==> config.mk <==
export PLATFORM = sky130hd
export DESIGN_NAME = feedback_power_dyndelay_config
export DESIGN_NICKNAME = d
export VERILOG_FILES = /design/src/logic/fb_pd_ddly_pkg.sv /design/src/logic/feedback_power_dyndelay_config.sv
export SDC_FILE = /design/constraint.sdc
export NUM_CORES = 1
export LEC_CHECK = 0
export ABC_AREA = 1
export BUFFER_PORTS_ARGS = -buffer_cell sky130_fd_sc_hd__buf_2
export CAP_MARGIN = 20
export CELL_PAD_IN_SITES_DETAIL_PLACEMENT = 1
export CELL_PAD_IN_SITES_GLOBAL_PLACEMENT = 1
export CORE_ASPECT_RATIO = 0.9
export CORE_MARGIN = 2
export CORE_UTILIZATION = 29
export CTS_CLUSTER_DIAMETER = 150
export CTS_CLUSTER_SIZE = 24
export DETAILED_ROUTE_END_ITERATION = 12
export PLACE_DENSITY = 0.88
export SYNTH_ARGS = -nofsm -noshare
export SYNTH_HDL_FRONTEND = slang
export SYNTH_SLANG_ARGS = --single-unit
==> constraint.sdc <==
create_clock -name I_CLOCK -period 1.67 [get_ports I_CLOCK]
set_input_delay 0.167 -clock I_CLOCK [delete_from_list [all_inputs] [get_ports I_CLOCK]]
set_output_delay 0.167 -clock I_CLOCK [all_outputs]
set_load 0.02 [all_outputs]
==> src/logic/fb_pd_ddly_pkg.sv <==
/*
 * Constants for the feedback, power-down and dynamic delay register bank.
 * Assumes a 32-bit Avalon-MM slave port with byte addresses.
 */
package fb_pd_ddly_pkg;
	// ****************************************
	// Bus shape
	// ****************************************
	localparam int ADDR_W = 12;
	localparam int DATA_W = 32;
	localparam int REG_W = 8;
	localparam int BYTE_SHIFT = 2;
	// ****************************************
	// Register indices; byte address is four times these
	// ****************************************
	localparam logic [9:0] IDX_FEEDBACK = 10'h13f;
	localparam logic [9:0] IDX_POWER = 10'h140;
	localparam logic [9:0] IDX_DDLY_EN = 10'h141;
	localparam logic [9:0] IDX_STEP_CNT = 10'h142;
	// ****************************************
	// Reset values
	// ****************************************
	localparam logic [7:0] RST_FEEDBACK = 8'h00;
	localparam logic [7:0] RST_POWER = 8'he0;
	localparam logic [7:0] RST_DDLY_EN = 8'h00;
	localparam logic [7:0] RST_STEP_CNT = 8'h00;
	// ****************************************
	// Field positions, feedback register
	// ****************************************
	localparam int FB_RCLK = 7;
	localparam int FB_RSVD = 6;
	localparam int FB_NCLK2 = 5;
	localparam int FB_NCLK1_HI = 4;
	localparam int FB_NCLK1_LO = 3;
	localparam int FB_SRC_HI = 2;
	localparam int FB_SRC_LO = 1;
	localparam int FB_EN = 0;
	localparam logic [7:0] FB_RSVD_MASK = 8'hbf;
	// ****************************************
	// Field positions, power-down register
	// ****************************************
	localparam int PD_LOOP1 = 7;
	localparam int PD_LDO = 6;
	localparam int PD_VCO = 5;
	localparam int PD_REF = 4;
	localparam int PD_GBL = 3;
	localparam int PD_ALIGN = 2;
	localparam int PD_DDLY = 1;
	localparam int PD_PULSER = 0;
	// ****************************************
	// Field positions, dynamic delay enables
	// ****************************************
	localparam int DE_ALIGN = 7;
	localparam int DE_CLOCKS = 7;
	// ****************************************
	// Field encodings
	// ****************************************
	typedef enum logic [1:0] {
		N1_REFERENCE = 2'h0,
		N1_FEEDBACK = 2'h1,
		N1_PRESCALER = 2'h2
	} ndiv1_src_t;
	typedef enum logic [1:0] {
		FS_CLOCK_SIX = 2'h0,
		FS_CLOCK_EIGHT = 2'h1,
		FS_ALIGN_DIVIDER = 2'h2,
		FS_EXTERNAL = 2'h3
	} fb_src_t;
endpackage : fb_pd_ddly_pkg

==> src/logic/feedback_power_dyndelay_config.sv <==
/*
 * Register bank holding loop reference and feedback selection, power-down
 * controls, and per-output dynamic delay enables with a step-count launch.
 * Assumes an Avalon-MM master on I_CLOCK with synchronous reset I_RST.
 */
`timescale 1ns/1ps
`default_nettype none
// Summary of operation
// - Bit7 picks second loop reference source.
// - Bit5 picks second loop divider input.
// - Bits4:3 pick first loop divider input.
// - Bits2:1 pick feedback multiplexer source.
// - Bit0 powers feedback multiplexer up.
// - Power bit7 powers down first loop.
// - Power bit6 disables oscillator regulator.
// - Power bit5 shuts oscillator down.
// - Power bit4 disables reference input port.
// - Power bit3 triggers per-output alignment shutdown.
// - Power bit2 kills alignment circuitry and sync.
// - Power bit1 kills alignment delay logic.
// - Power bit0 disables alignment pulse generator.
// - Enable bit7 includes alignment outputs.
// - Enable bits6:0 select device clock outputs.
// - Enables only choose participants, no launch.
// - Step-count write launches enabled adjustments.
module feedback_power_dyndelay_config (
	// Clock and reset.
	input wire logic I_CLOCK,
	input wire logic I_RST,
	// Avalon-MM slave.
	input wire logic [fb_pd_ddly_pkg::ADDR_W-1:0] i_avs_address,
	input wire logic i_avs_read,
	input wire logic i_avs_write,
	input wire logic [fb_pd_ddly_pkg::DATA_W-1:0] i_avs_writedata,
	input wire logic [3:0] i_avs_byteenable,
	output logic [fb_pd_ddly_pkg::DATA_W-1:0] o_avs_readdata,
	output logic o_avs_waitrequest,
	// Loop and feedback selection.
	output logic o_SECOND_LOOP_REFERENCE_SELECT,
	output logic o_SECOND_LOOP_NDIV_INPUT_SELECT,
	output logic [1:0] o_FIRST_LOOP_NDIV_INPUT_SELECT,
	output logic [1:0] o_FEEDBACK_SOURCE_SELECT,
	output logic o_FEEDBACK_SELECTOR_POWER_ENABLE,
	// Power-down controls.
	output logic o_FIRST_LOOP_POWER_DOWN,
	output logic o_OSCILLATOR_REGULATOR_POWER_DOWN,
	output logic o_OSCILLATOR_POWER_DOWN,
	output logic o_REFERENCE_PORT_POWER_DOWN,
	output logic o_ALIGNMENT_GLOBAL_POWER_DOWN,
	output logic o_ALIGNMENT_CIRCUIT_POWER_DOWN,
	output logic o_ALIGNMENT_SYNC_AVAILABLE,
	output logic o_ALIGNMENT_DELAY_POWER_DOWN,
	output logic o_ALIGNMENT_PULSER_POWER_DOWN,
	// Dynamic delay.
	output logic o_ALIGNMENT_DYNAMIC_DELAY_ENABLE,
	output logic [6:0] o_DEVICE_CLOCK_DYNAMIC_DELAY_ENABLE,
	output logic [7:0] o_DYNAMIC_DELAY_STEP_COUNT,
	output logic o_DYNAMIC_DELAY_START,
	output logic [7:0] o_DYNAMIC_DELAY_START_MASK
);
	import fb_pd_ddly_pkg::*;

	// ****************************************
	// Address decode
	// ****************************************

	// True when a byte address names the given register index.
	function automatic logic hits(
		input logic [ADDR_W-1:0] addr,
		input logic [9:0] idx
	);
		hits = (addr == {idx, {BYTE_SHIFT{1'b0}}});
	endfunction : hits

	// Held state of the four registers.
	logic [REG_W-1:0] feedback;
	logic [REG_W-1:0] power;
	logic [REG_W-1:0] ddly_en;
	logic [REG_W-1:0] step_cnt;
	// High in the second cycle of an access, when it completes.
	logic served;
	// Registered read word and start pulse.
	logic [DATA_W-1:0] rdata;
	logic start;

	// Decoded selects, shared by read and write paths.
	wire hit_fb = hits(i_avs_address, IDX_FEEDBACK);
	wire hit_pd = hits(i_avs_address, IDX_POWER);
	wire hit_de = hits(i_avs_address, IDX_DDLY_EN);
	wire hit_sc = hits(i_avs_address, IDX_STEP_CNT);
	// Only the low byte lane holds register data.
	wire lane0 = i_avs_byteenable[0];
	// A write lands only on its completing edge.
	wire wr_now = i_avs_write & served & lane0;
	wire wr_fb = wr_now & hit_fb;
	wire wr_pd = wr_now & hit_pd;
	wire wr_de = wr_now & hit_de;
	wire wr_sc = wr_now & hit_sc;
	wire [REG_W-1:0] wbyte = i_avs_writedata[REG_W-1:0];
	wire req = i_avs_read | i_avs_write;

	// ****************************************
	// Bus handshake
	// ****************************************

	// Every access takes one wait cycle, so the read word can come
	// from a flip-flop; this trades a cycle for a clean data path.
	assign o_avs_waitrequest = req & ~served;
	assign o_avs_readdata = rdata;

	// Served marks the completing cycle of a held request.
	always_ff @(posedge I_CLOCK) begin
		if (I_RST) begin
			served <= 1'b0;
		end else begin
			served <= req & ~served;
		end
	end

	// Read mux; unmapped addresses read as zero.
	wire [REG_W-1:0] rbyte =
		hit_fb ? (feedback & FB_RSVD_MASK) :
		hit_pd ? power :
		hit_de ? ddly_en :
		hit_sc ? step_cnt : 8'h00;

	// The read word is captured in the wait cycle.
	always_ff @(posedge I_CLOCK) begin
		if (I_RST) begin
			rdata <= 32'h0000_0000;
		end else if (i_avs_read & ~served) begin
			rdata <= {{(DATA_W-REG_W){1'b0}}, rbyte};
		end
	end

	// ****************************************
	// Register storage
	// ****************************************

	// Feedback register; the reserved bit is never stored.
	always_ff @(posedge I_CLOCK) begin
		if (I_RST) begin
			feedback <= RST_FEEDBACK;
		end else if (wr_fb) begin
			feedback <= wbyte & FB_RSVD_MASK;
		end
	end

	// Power-down register; first loop and oscillator start powered down.
	always_ff @(posedge I_CLOCK) begin
		if (I_RST) begin
			power <= RST_POWER;
		end else if (wr_pd) begin
			power <= wbyte;
		end
	end

	// Enable register; a write only chooses participants.
	always_ff @(posedge I_CLOCK) begin
		if (I_RST) begin
			ddly_en <= RST_DDLY_EN;
		end else if (wr_de) begin
			ddly_en <= wbyte;
		end
	end

	// Step count; its write also raises the launch pulse.
	always_ff @(posedge I_CLOCK) begin
		if (I_RST) begin
			step_cnt <= RST_STEP_CNT;
			start <= 1'b0;
		end else begin
			if (wr_sc) begin
				step_cnt <= wbyte;
			end
			start <= wr_sc;
		end
	end

	// ****************************************
	// Field outputs
	// ****************************************

	// Selection fields go straight out of the held register.
	assign o_SECOND_LOOP_REFERENCE_SELECT = feedback[FB_RCLK];
	assign o_SECOND_LOOP_NDIV_INPUT_SELECT = feedback[FB_NCLK2];
	assign o_FIRST_LOOP_NDIV_INPUT_SELECT =
		feedback[FB_NCLK1_HI:FB_NCLK1_LO];
	assign o_FEEDBACK_SOURCE_SELECT =
		feedback[FB_SRC_HI:FB_SRC_LO];
	// Zero-delay users must set this; the bank does not force it.
	assign o_FEEDBACK_SELECTOR_POWER_ENABLE = feedback[FB_EN];

	// Power controls, one to one.
	assign o_FIRST_LOOP_POWER_DOWN = power[PD_LOOP1];
	assign o_OSCILLATOR_REGULATOR_POWER_DOWN = power[PD_LDO];
	assign o_OSCILLATOR_POWER_DOWN = power[PD_VCO];
	assign o_REFERENCE_PORT_POWER_DOWN = power[PD_REF];
	// Each output applies its own disable behaviour to this bit.
	assign o_ALIGNMENT_GLOBAL_POWER_DOWN = power[PD_GBL];
	assign o_ALIGNMENT_CIRCUIT_POWER_DOWN = power[PD_ALIGN];
	// With the circuit off, neither alignment mode nor sync work.
	assign o_ALIGNMENT_SYNC_AVAILABLE = ~power[PD_ALIGN];
	// Software keeps this low across a sync; not enforced here.
	assign o_ALIGNMENT_DELAY_POWER_DOWN = power[PD_DDLY];
	assign o_ALIGNMENT_PULSER_POWER_DOWN = power[PD_PULSER];

	// Dynamic delay participation and launch.
	assign o_ALIGNMENT_DYNAMIC_DELAY_ENABLE = ddly_en[DE_ALIGN];
	assign o_DEVICE_CLOCK_DYNAMIC_DELAY_ENABLE =
		ddly_en[DE_CLOCKS-1:0];
	assign o_DYNAMIC_DELAY_STEP_COUNT = step_cnt;
	assign o_DYNAMIC_DELAY_START = start;

	// One launch line per participant, gated by its enable bit.
	// The sync method must already be set to three by software.
	genvar g;
	generate
		for (g = 0; g < REG_W; g++) begin : g_launch
			assign o_DYNAMIC_DELAY_START_MASK[g] =
				start & ddly_en[g];
		end
	endgenerate

	// ****************************************
	// Assertions
	// ****************************************

	// These watch the bank from its own ports and registers, so a
	// wrong bit position or a lost write shows up one edge after the
	// completing cycle, close to its cause.

	// Completed write reaches the feedback register next cycle, with
	// the reserved bit already cleared on the way in.
	fb_write_a: assert property (
		@(posedge I_CLOCK) disable iff (I_RST)
		wr_fb |=> feedback == ($past(wbyte) & FB_RSVD_MASK))
		else $error("feedback register write lost");

	// Reserved bit never reads back as one after a feedback read.
	rsvd_zero_a: assert property (
		@(posedge I_CLOCK) disable iff (I_RST)
		i_avs_read && !served && hit_fb |=> !o_avs_readdata[FB_RSVD])
		else $error("reserved feedback bit read as one");

	// Feedback fields in bits 5:0 follow the written byte at their bit positions.
	fb_fields_a: assert property (
		@(posedge I_CLOCK) disable iff (I_RST)
		wr_fb |=> {o_SECOND_LOOP_NDIV_INPUT_SELECT,
		o_FIRST_LOOP_NDIV_INPUT_SELECT, o_FEEDBACK_SOURCE_SELECT,
		o_FEEDBACK_SELECTOR_POWER_ENABLE} ==
		$past(wbyte[FB_NCLK2:FB_EN]))
		else $error("feedback fields misplaced");

	// Upper power fields follow the register after a write.
	pd_write_a: assert property (
		@(posedge I_CLOCK) disable iff (I_RST)
		wr_pd |=> {o_FIRST_LOOP_POWER_DOWN,
		o_OSCILLATOR_REGULATOR_POWER_DOWN, o_OSCILLATOR_POWER_DOWN,
		o_REFERENCE_PORT_POWER_DOWN} == $past(wbyte[PD_LOOP1:PD_REF]))
		else $error("upper power bits not written");

	// Pulser power bit and the sync availability follow the written byte.
	pd_align_a: assert property (
		@(posedge I_CLOCK) disable iff (I_RST)
		wr_pd |=> o_ALIGNMENT_SYNC_AVAILABLE == !$past(wbyte[PD_ALIGN])
		&& o_ALIGNMENT_PULSER_POWER_DOWN == $past(wbyte[PD_PULSER]))
		else $error("alignment power bits wrong");

	// Global, circuit and delay power-down bits land where written.
	pd_global_a: assert property (
		@(posedge I_CLOCK) disable iff (I_RST)
		wr_pd |=> o_ALIGNMENT_GLOBAL_POWER_DOWN == $past(wbyte[PD_GBL])
		&& o_ALIGNMENT_DELAY_POWER_DOWN == $past(wbyte[PD_DDLY])
		&& o_ALIGNMENT_CIRCUIT_POWER_DOWN == $past(wbyte[PD_ALIGN]))
		else $error("alignment power-down bits wrong");

	// First loop and oscillator leave reset powered down. No disable here,
	// since the check falls on the edge at which reset has just ended.
	pd_reset_a: assert property (
		@(posedge I_CLOCK)
		$past(I_RST) && !I_RST |-> power == RST_POWER)
		else $error("power register reset value wrong");

	// Selections, enables and step count leave reset at their quiet
	// values, so no output takes part in a delay adjustment at start.
	cfg_reset_a: assert property (
		@(posedge I_CLOCK)
		$past(I_RST) && !I_RST |-> feedback == RST_FEEDBACK
		&& ddly_en == RST_DDLY_EN && step_cnt == RST_STEP_CNT)
		else $error("selection or enable reset value wrong");

	// Enable write alone never launches an adjustment.
	en_nolaunch_a: assert property (
		@(posedge I_CLOCK) disable iff (I_RST)
		wr_de && !wr_sc |=> !o_DYNAMIC_DELAY_START)
		else $error("enable write started an adjustment");

	// Step-count write launches exactly one pulse.
	start_pulse_a: assert property (
		@(posedge I_CLOCK) disable iff (I_RST)
		wr_sc |=> o_DYNAMIC_DELAY_START ##1 !o_DYNAMIC_DELAY_START)
		else $error("launch pulse missing or long");

	// Nothing but a step-count write raises the launch pulse; a stray
	// pulse would shift outputs that software never meant to move.
	launch_src_a: assert property (
		@(posedge I_CLOCK) disable iff (I_RST)
		!wr_sc |=> !o_DYNAMIC_DELAY_START)
		else $error("launch without a step-count write");

	// Participation enables follow the written byte, the alignment
	// enable on top and the device clocks below it.
	de_write_a: assert property (
		@(posedge I_CLOCK) disable iff (I_RST)
		wr_de |=> {o_ALIGNMENT_DYNAMIC_DELAY_ENABLE,
		o_DEVICE_CLOCK_DYNAMIC_DELAY_ENABLE} == $past(wbyte))
		else $error("dynamic delay enables not written");

	// The step count is held for the delay engines; it must be in
	// place by the cycle in which the launch pulse stands.
	sc_write_a: assert property (
		@(posedge I_CLOCK) disable iff (I_RST)
		wr_sc |=> o_DYNAMIC_DELAY_STEP_COUNT == $past(wbyte))
		else $error("step count not written");

	// Launch mask names only enabled outputs. The enables cannot move
	// in the launch cycle, since no write completes in the cycle after a completing one.
	start_mask_a: assert property (
		@(posedge I_CLOCK) disable iff (I_RST)
		o_DYNAMIC_DELAY_START |->
		o_DYNAMIC_DELAY_START_MASK == ddly_en)
		else $error("launch mask differs from enables");

	// Every request completes on the second edge; a master that keeps
	// its request up after completion starts a fresh wait cycle.
	wait_one_a: assert property (
		@(posedge I_CLOCK) disable iff (I_RST)
		$rose(req) |-> o_avs_waitrequest ##1 !o_avs_waitrequest)
		else $error("access did not complete in two cycles");

endmodule : feedback_power_dyndelay_config
`default_nettype wire

==> results of run 1 <==
## kinds of logic after synthesis
kind of cell / share of synthesized area [%]
AND/OR/NAND/NOR: 35.0
buffers and inverters: 15.9
AO/OA/AOI/OAI: 11.4
flip-flops: 37.6
other: 0.172
## power breakdown
part	switching, mW	leakage (nW)	internal (mW)
registers	0.00295	0.330	0.978
clock network	0.365	0.0439	0.289
logic	0.150	0.891	0.0459
total	0.518	1.27	1.31
## layer usage
metal,vias up,GRT usage [%]
met4,0,7.53
met3,18,3.83
met2,89,32.0
met5,-,0
met1,1124,20.9
li1,1102,-
## critical path, cell delays in order, from the launching register on
cell     delay [ns]
dfxtp_1        0.43
nand3_4        0.20
nor3_2         0.23
inv_2          0.16
o21ai_0        0.20
a21oi_1        0.09
## Yosys cell counts (3+ instances only)
| cell type | count | area [sq um] |
|---|---|---|
| nand2_2 | 4 | 25.0 |
| inv_1 | 28 | 105 |
| nand2_1 | 53 | 199 |
| nand3_2 | 4 | 40.0 |
| nor2_4 | 5 | 56.3 |
| a21oi_1 | 28 | 140 |
| dfxtp_1 | 41 | 821 |
| buf_4 | 25 | 188 |
| nor2_1 | 21 | 78.8 |
| clkbuf_1 | 4 | 15.0 |
| nand3_1 | 43 | 215 |
| nand4_1 | 8 | 50.1 |
| inv_2 | 4 | 15.0 |
| nor3_1 | 3 | 15.0 |
| o21ai_0 | 18 | 90.1 |
| nor2_2 | 3 | 18.8 |
## state kept, by name, indices dropped and copies added (netlist names)
register,count
ddly_en,8
power,8
served,1
o_avs_readdata,8
feedback,7
o_DYNAMIC_DELAY_START,1
o_DYNAMIC_DELAY_STEP_COUNT,8
## worst max-delay path by stage
stage / start / to / slack [ns] / cells past startpoint
2_1_floorplan: served / ddly_en[5] / 0.44 / 6
3_3_place_gp: served / feedback[0] / 0.23 / 6
3_5_place_dp: served / feedback[2] / 0.12 / 6
4_1_cts: served / feedback[2] / 0.08 / 6
5_1_grt: served / ddly_en[3] / 0.1 / 5
6_report: served / ddly_en[0] / 0.23 / 5
## timing repair
action	in CTS	in global routing
setup endpoints to repair	0	6
hold buffers	0	0
gates resized for setup	0	2
endpoints found under the hold margin	0	0
## cell type report
class                      count  area [sq um]  share of cell area, %
multi-input combinational    223          1110                   41.6
sequential                    41           821                   30.8
timing repair buffer          79           408                   15.3
inverter                      32           123                   4.59
tap                           96           120                   4.50
clock buffer                   5          68.8                   2.58
clock inverter                 3          17.5                  0.656
## per-stage QoR
stage	utilization, %	instance area, sq um	instances	worst slack [ns]
final	35.9	2670	479	0.226
after global routing	35.9	2670	479	0.0982
after CTS	35.8	2660	479	0.0850
after detailed placement	34.6	2570	471	0.116
after global placement	34.6	2570	471	0.225
after floorplan	-	2270	328	0.442
## placed cells by master (no fill, tap or decap), types with 2 or more instances in the layout
cell type and n:
buf_2 74, nand2_1 53, nand3_1 43, dfxtp_1 41, inv_1 28, a21oi_1 28, conb_1 24, nor2_1 21
o21ai_0 18, nand4_1 8, nor2_4 5, clkbuf_8 5, buf_4 5, nand2_2 4, nand3_2 3, inv_2 3
nor2_2 3, nor3_1 3, nor3_2 2, o21ai_1 2, clkinv_2 2
==> flow_metrics.tcl, run 1 <==
set metrics [dict create \
    max_slew_margin_pct 63.0 \
    peakVddDrop_mv 0.268 \
    worst_ep_arrival_time_ns 1.61 \
    met1Wirelength_um 2900 \
    core_area_sq_um 7430 \
    hold_end "power[6]" \
    fillers 999 \
    insertion_delay_ns 0.30 \
    holdWs_ns 0.120 \
    cts_sinks 41 \
    hold_class "in2reg" \
    max_freq_mhz 693 \
    synth_edf_count 0 \
    num_io_pins 126 \
    rows 30 \
    area_delta_synth_final_pct 22.1 \
    hold_viol 0 \
    power-per-cell-area_nw_per_um2 686 \
    drive_gt1_share_pct 29.5 \
    synthFlopType "dfxtp_1" \
    drtIter0Drc 114 \
    status "completed" \
    ys_warn_count 0 \
    port_buffers 74 \
    hold_path_startpoint "i_avs_writedata[6]" \
    critPathCaptureType "flip-flop" \
    antenna_cells 0 \
    wl_met2_um 3750 \
    dieWidth_um 95.5 \
    async_flop_share_pct 0 \
    cts_tree "yes" \
    start_kind "flip-flop" \
    r2r-end "ddly_en[0]" \
    vias_per_cell 4.87 \
    rsz0062_at_grt "false" \
    drc 0 \
    fin_crit_sh_pct 86.5 \
    p_leak_nw 1.27 \
    hold_depth 3 \
    initial_core_util_pct 29.4 \
    layout.nets 434 \
    tightest_slew_ns 0.555 \
    grt_max_degree 23 \
    met3_length_um 374 \
    antenna_found_initial 0 \
    post_cts_buffers 0 \
    fin_crit_ns 1.44 \
    drt_wl_total_um 7250 \
    rr_startpoint "served" \
    yosysUniqueCellTypes 26 \
    critPathMaxFanout 16 \
    die_h_um 86.4 \
    ant_nets 0 \
    vias 2333 \
    setup_tns_ns 0 \
    syn_inst 305 \
    gp_congestion 0.803 \
    ys_seq_elements 41 \
    clock_path_buffers 2 \
    overflow 0 \
    fin_total_pwr_mw 1.83 \
    fin_skew_ns 0.00589 \
    syn_avg_cell_area_sq_um 7.17 \
    required_ns 1.84 \
    path_class "reg2reg" \
    ys_seq_area_share_pct 37.6 \
    maxCapViolCount 0 \
    cts-buffers-inserted 5 \
    synth_area_sq_um 2190 \
    htree_levels 2 \
    first_global_vias 2268 \
    grt_pass1_wl_um 11300 \
    dp_hpwl_um 5710 \
    grt_use_total_pct 18.0 \
    slew_violations 0 \
    dieArea_sq_um 8250 \
    rr_worst_depth 5 \
    clk_pin_slew_worst_paths_ns 0.09 \
    rrSetupSlack_ns 0.23 \
    wl_per_cell_um 15.1 \
    finalSetupViolCount 0 \
    root_buffer "clkbuf_8" \
    first_pass_iters 4 \
    highest_layer "met4" \
]
No activity file was read; power rests on OpenSTA's default activity.
==> run 2, diff against run 1 <==
--- a/config.mk
+++ b/config.mk
@@ -16,7 +16,10 @@
 export CTS_CLUSTER_DIAMETER = 150
 export CTS_CLUSTER_SIZE = 24
 export DETAILED_ROUTE_END_ITERATION = 12
+export GPL_TIMING_DRIVEN = 0
+export HOLD_SLACK_MARGIN = 0.05
 export PLACE_DENSITY = 0.88
+export SLEW_MARGIN = 10
 export SYNTH_ARGS = -nofsm -noshare
 export SYNTH_HDL_FRONTEND = slang
 export SYNTH_SLANG_ARGS = --single-unit
==> run 2 against run 1 <==
Net effect: critical path depth increased by 1; combinational power increased by 23%; worst hold slack improved by 0.020 ns; highest routed layer unchanged; fmax decreased by 2.0%; sequential power about the same; final area increased by 8.4%; clock-buffer cell count increased by 2.
==> flow_metrics.tcl, run 2 (synthesis gave the netlist of run 1 again) <==
set metrics [dict create \
    hold_class "in2reg" \
    worst_ep_arrival_time_ns 1.72 \
    peakVddDrop_mv 0.385 \
    cts_sinks 41 \
    cp_num_buf_inv 2 \
    insertion_delay_ns 0.30 \
    wl_per_cell_um 14.4 \
    power-per-cell-area_nw_per_um2 714 \
    setup_tns_ns 0 \
    area_delta_synth_final_pct 32.3 \
    die_h_um 86.4 \
    fillers 988 \
    fin_util_pct 38.9 \
    intPower_mw 1.55 \
    fin_total_pwr_mw 2.06 \
    placed_cells 498 \
    clock_power_share_pct 40.8 \
    ant_nets 0 \
    crit_slowest_cell "dfxtp_1" \
    post_cts_buffers 0 \
    root_buffer "clkbuf_8" \
    comb_power_share_pct 11.7 \
    antenna_cells 0 \
    core_area_sq_um 7430 \
    clk_pin_slew_worst_paths_ns 0.09 \
    first_pass_iters 4 \
    power_frac_seq_pct 47.5 \
    drive_gt1_share_pct 32.9 \
    drt_wl_total_um 7310 \
    start_kind "flip-flop" \
    max_freq_mhz 679 \
    htree_levels 2 \
    drc 0 \
    overflow 0 \
    fin_crit_ns 1.47 \
    fin_crit_sh_pct 88.2 \
    max_stage_delay_ns 0.43 \
    slew_violations 0 \
    cts-buffers-inserted 5 \
    holdWs_ns 0.140 \
    p_switching_uw 518 \
    status "completed" \
    grt_max_degree 13 \
    required_ns 1.91 \
    grt_use_total_pct 17.9 \
    vias_per_cell 4.73 \
    antenna_found_initial 0 \
    layout_common_cells "buf_2 (76), nand2_1 (53), nand3_1 (43)" \
    finalInstanceArea_sq_um 2890 \
    first_global_vias 2324 \
    dp_hpwl_um 5860 \
    critPathMaxFanout 10 \
    rows 30 \
    critPathCaptureType "flip-flop" \
    dieArea_sq_um 8250 \
    layout.cells.non_filler 506 \
    layout.nets 461 \
    switching_share_pct 25.1 \
    port_buffers 74 \
    rsz0062_at_grt "false" \
    clock_path_buffers 2 \
    finalSetupViolCount 0 \
    path_class "reg2reg" \
    grt_pass1_wl_um 11300 \
    dpl_cell_area_sq_um 2760 \
    dieWidth_um 95.5 \
    gp_congestion 0.834 \
    critPathTopFamily "simple AND/OR/NAND/NOR gates" \
    vias 2394 \
    maxCapViolCount 0 \
    ctsHoldBuffers 0 \
    place_ws_ns 0.0735 \
    initial_core_util_pct 29.4 \
    num_io_pins 126 \
    p_leak_nw 1.43 \
    cts_tree "yes" \
    crit_chain "nand3_4, inv_2, nand2_1, inv_2, nor2_1, nor2_1" \
    final_common_cell "buf_2" \
    setup_ws_ns 0.197 \
    drtIter0Drc 149 \
    fin_skew_ns 0.0103 \
    hold_viol 0 \
]
==> run 2: cell types whose count changed in the layout (fill, tap and decap cells not counted), moves of 2 or more <==
cell / change
buf_2: +2
buf_4: +20
clkbuf_1: +5
clkinv_2: -2
==> run 2: power by group through the flow <==
stage / combinational, mW / sequential, mW / clock (mW)
finish: 0.242 / 0.981 / 0.842
global route: 0.262 / 0.982 / 0.881
CTS: 0.235 / 0.981 / 0.853
detailed placement: 0.234 / 1.00 / 0
global placement: 0.228 / 1.00 / 0
floorplan: 0.159 / 1.00 / 0
==> run 2: final cells by class <==
cell class	instances	area (sq um)	area share [%]
plain buffers	32	228	7.87
clock buffers	7	86.3	2.98
clock inverters	1	30.0	1.04
inverters	32	120	4.15
multi-input cells	223	1120	38.6
flip-flops and latches	41	821	28.4
well taps	96	120	4.15
repair buffers	74	370	12.8
==> run 2: metal layers <==
layer / wire, um / track usage (%) / vias up / share of wire, %
li1: - / - / 1164 / -
met1: 3090 / 21.7 / 1113 / 42
met2: 3570 / 31.6 / 99 / 49
met3: 453 / 3.30 / 18 / 6.2
met4: 192 / 6.36 / 0 / 2.6
met5: 0 / 0 / - / 0
==> run 2: path summary, 6_finish.rpt <==
| check | from | endpoint | slack, ns | cells after the start |
|---|---|---|---|---|
| max | served | feedback[3] | 0.20 | 6 |
| min | I_RST | served | 0.14 | 2 |
| max reg2reg | served | feedback[3] | 0.20 | 6 |
| min reg2reg | o_avs_readdata[4] | o_avs_readdata[4] | 0.47 | 2 |
==> run 2: timing repair <==
action,in CTS,in global routing
endpoints found under the setup margin,0,10
gates resized for setup,0,2
hold endpoints to repair,0,0
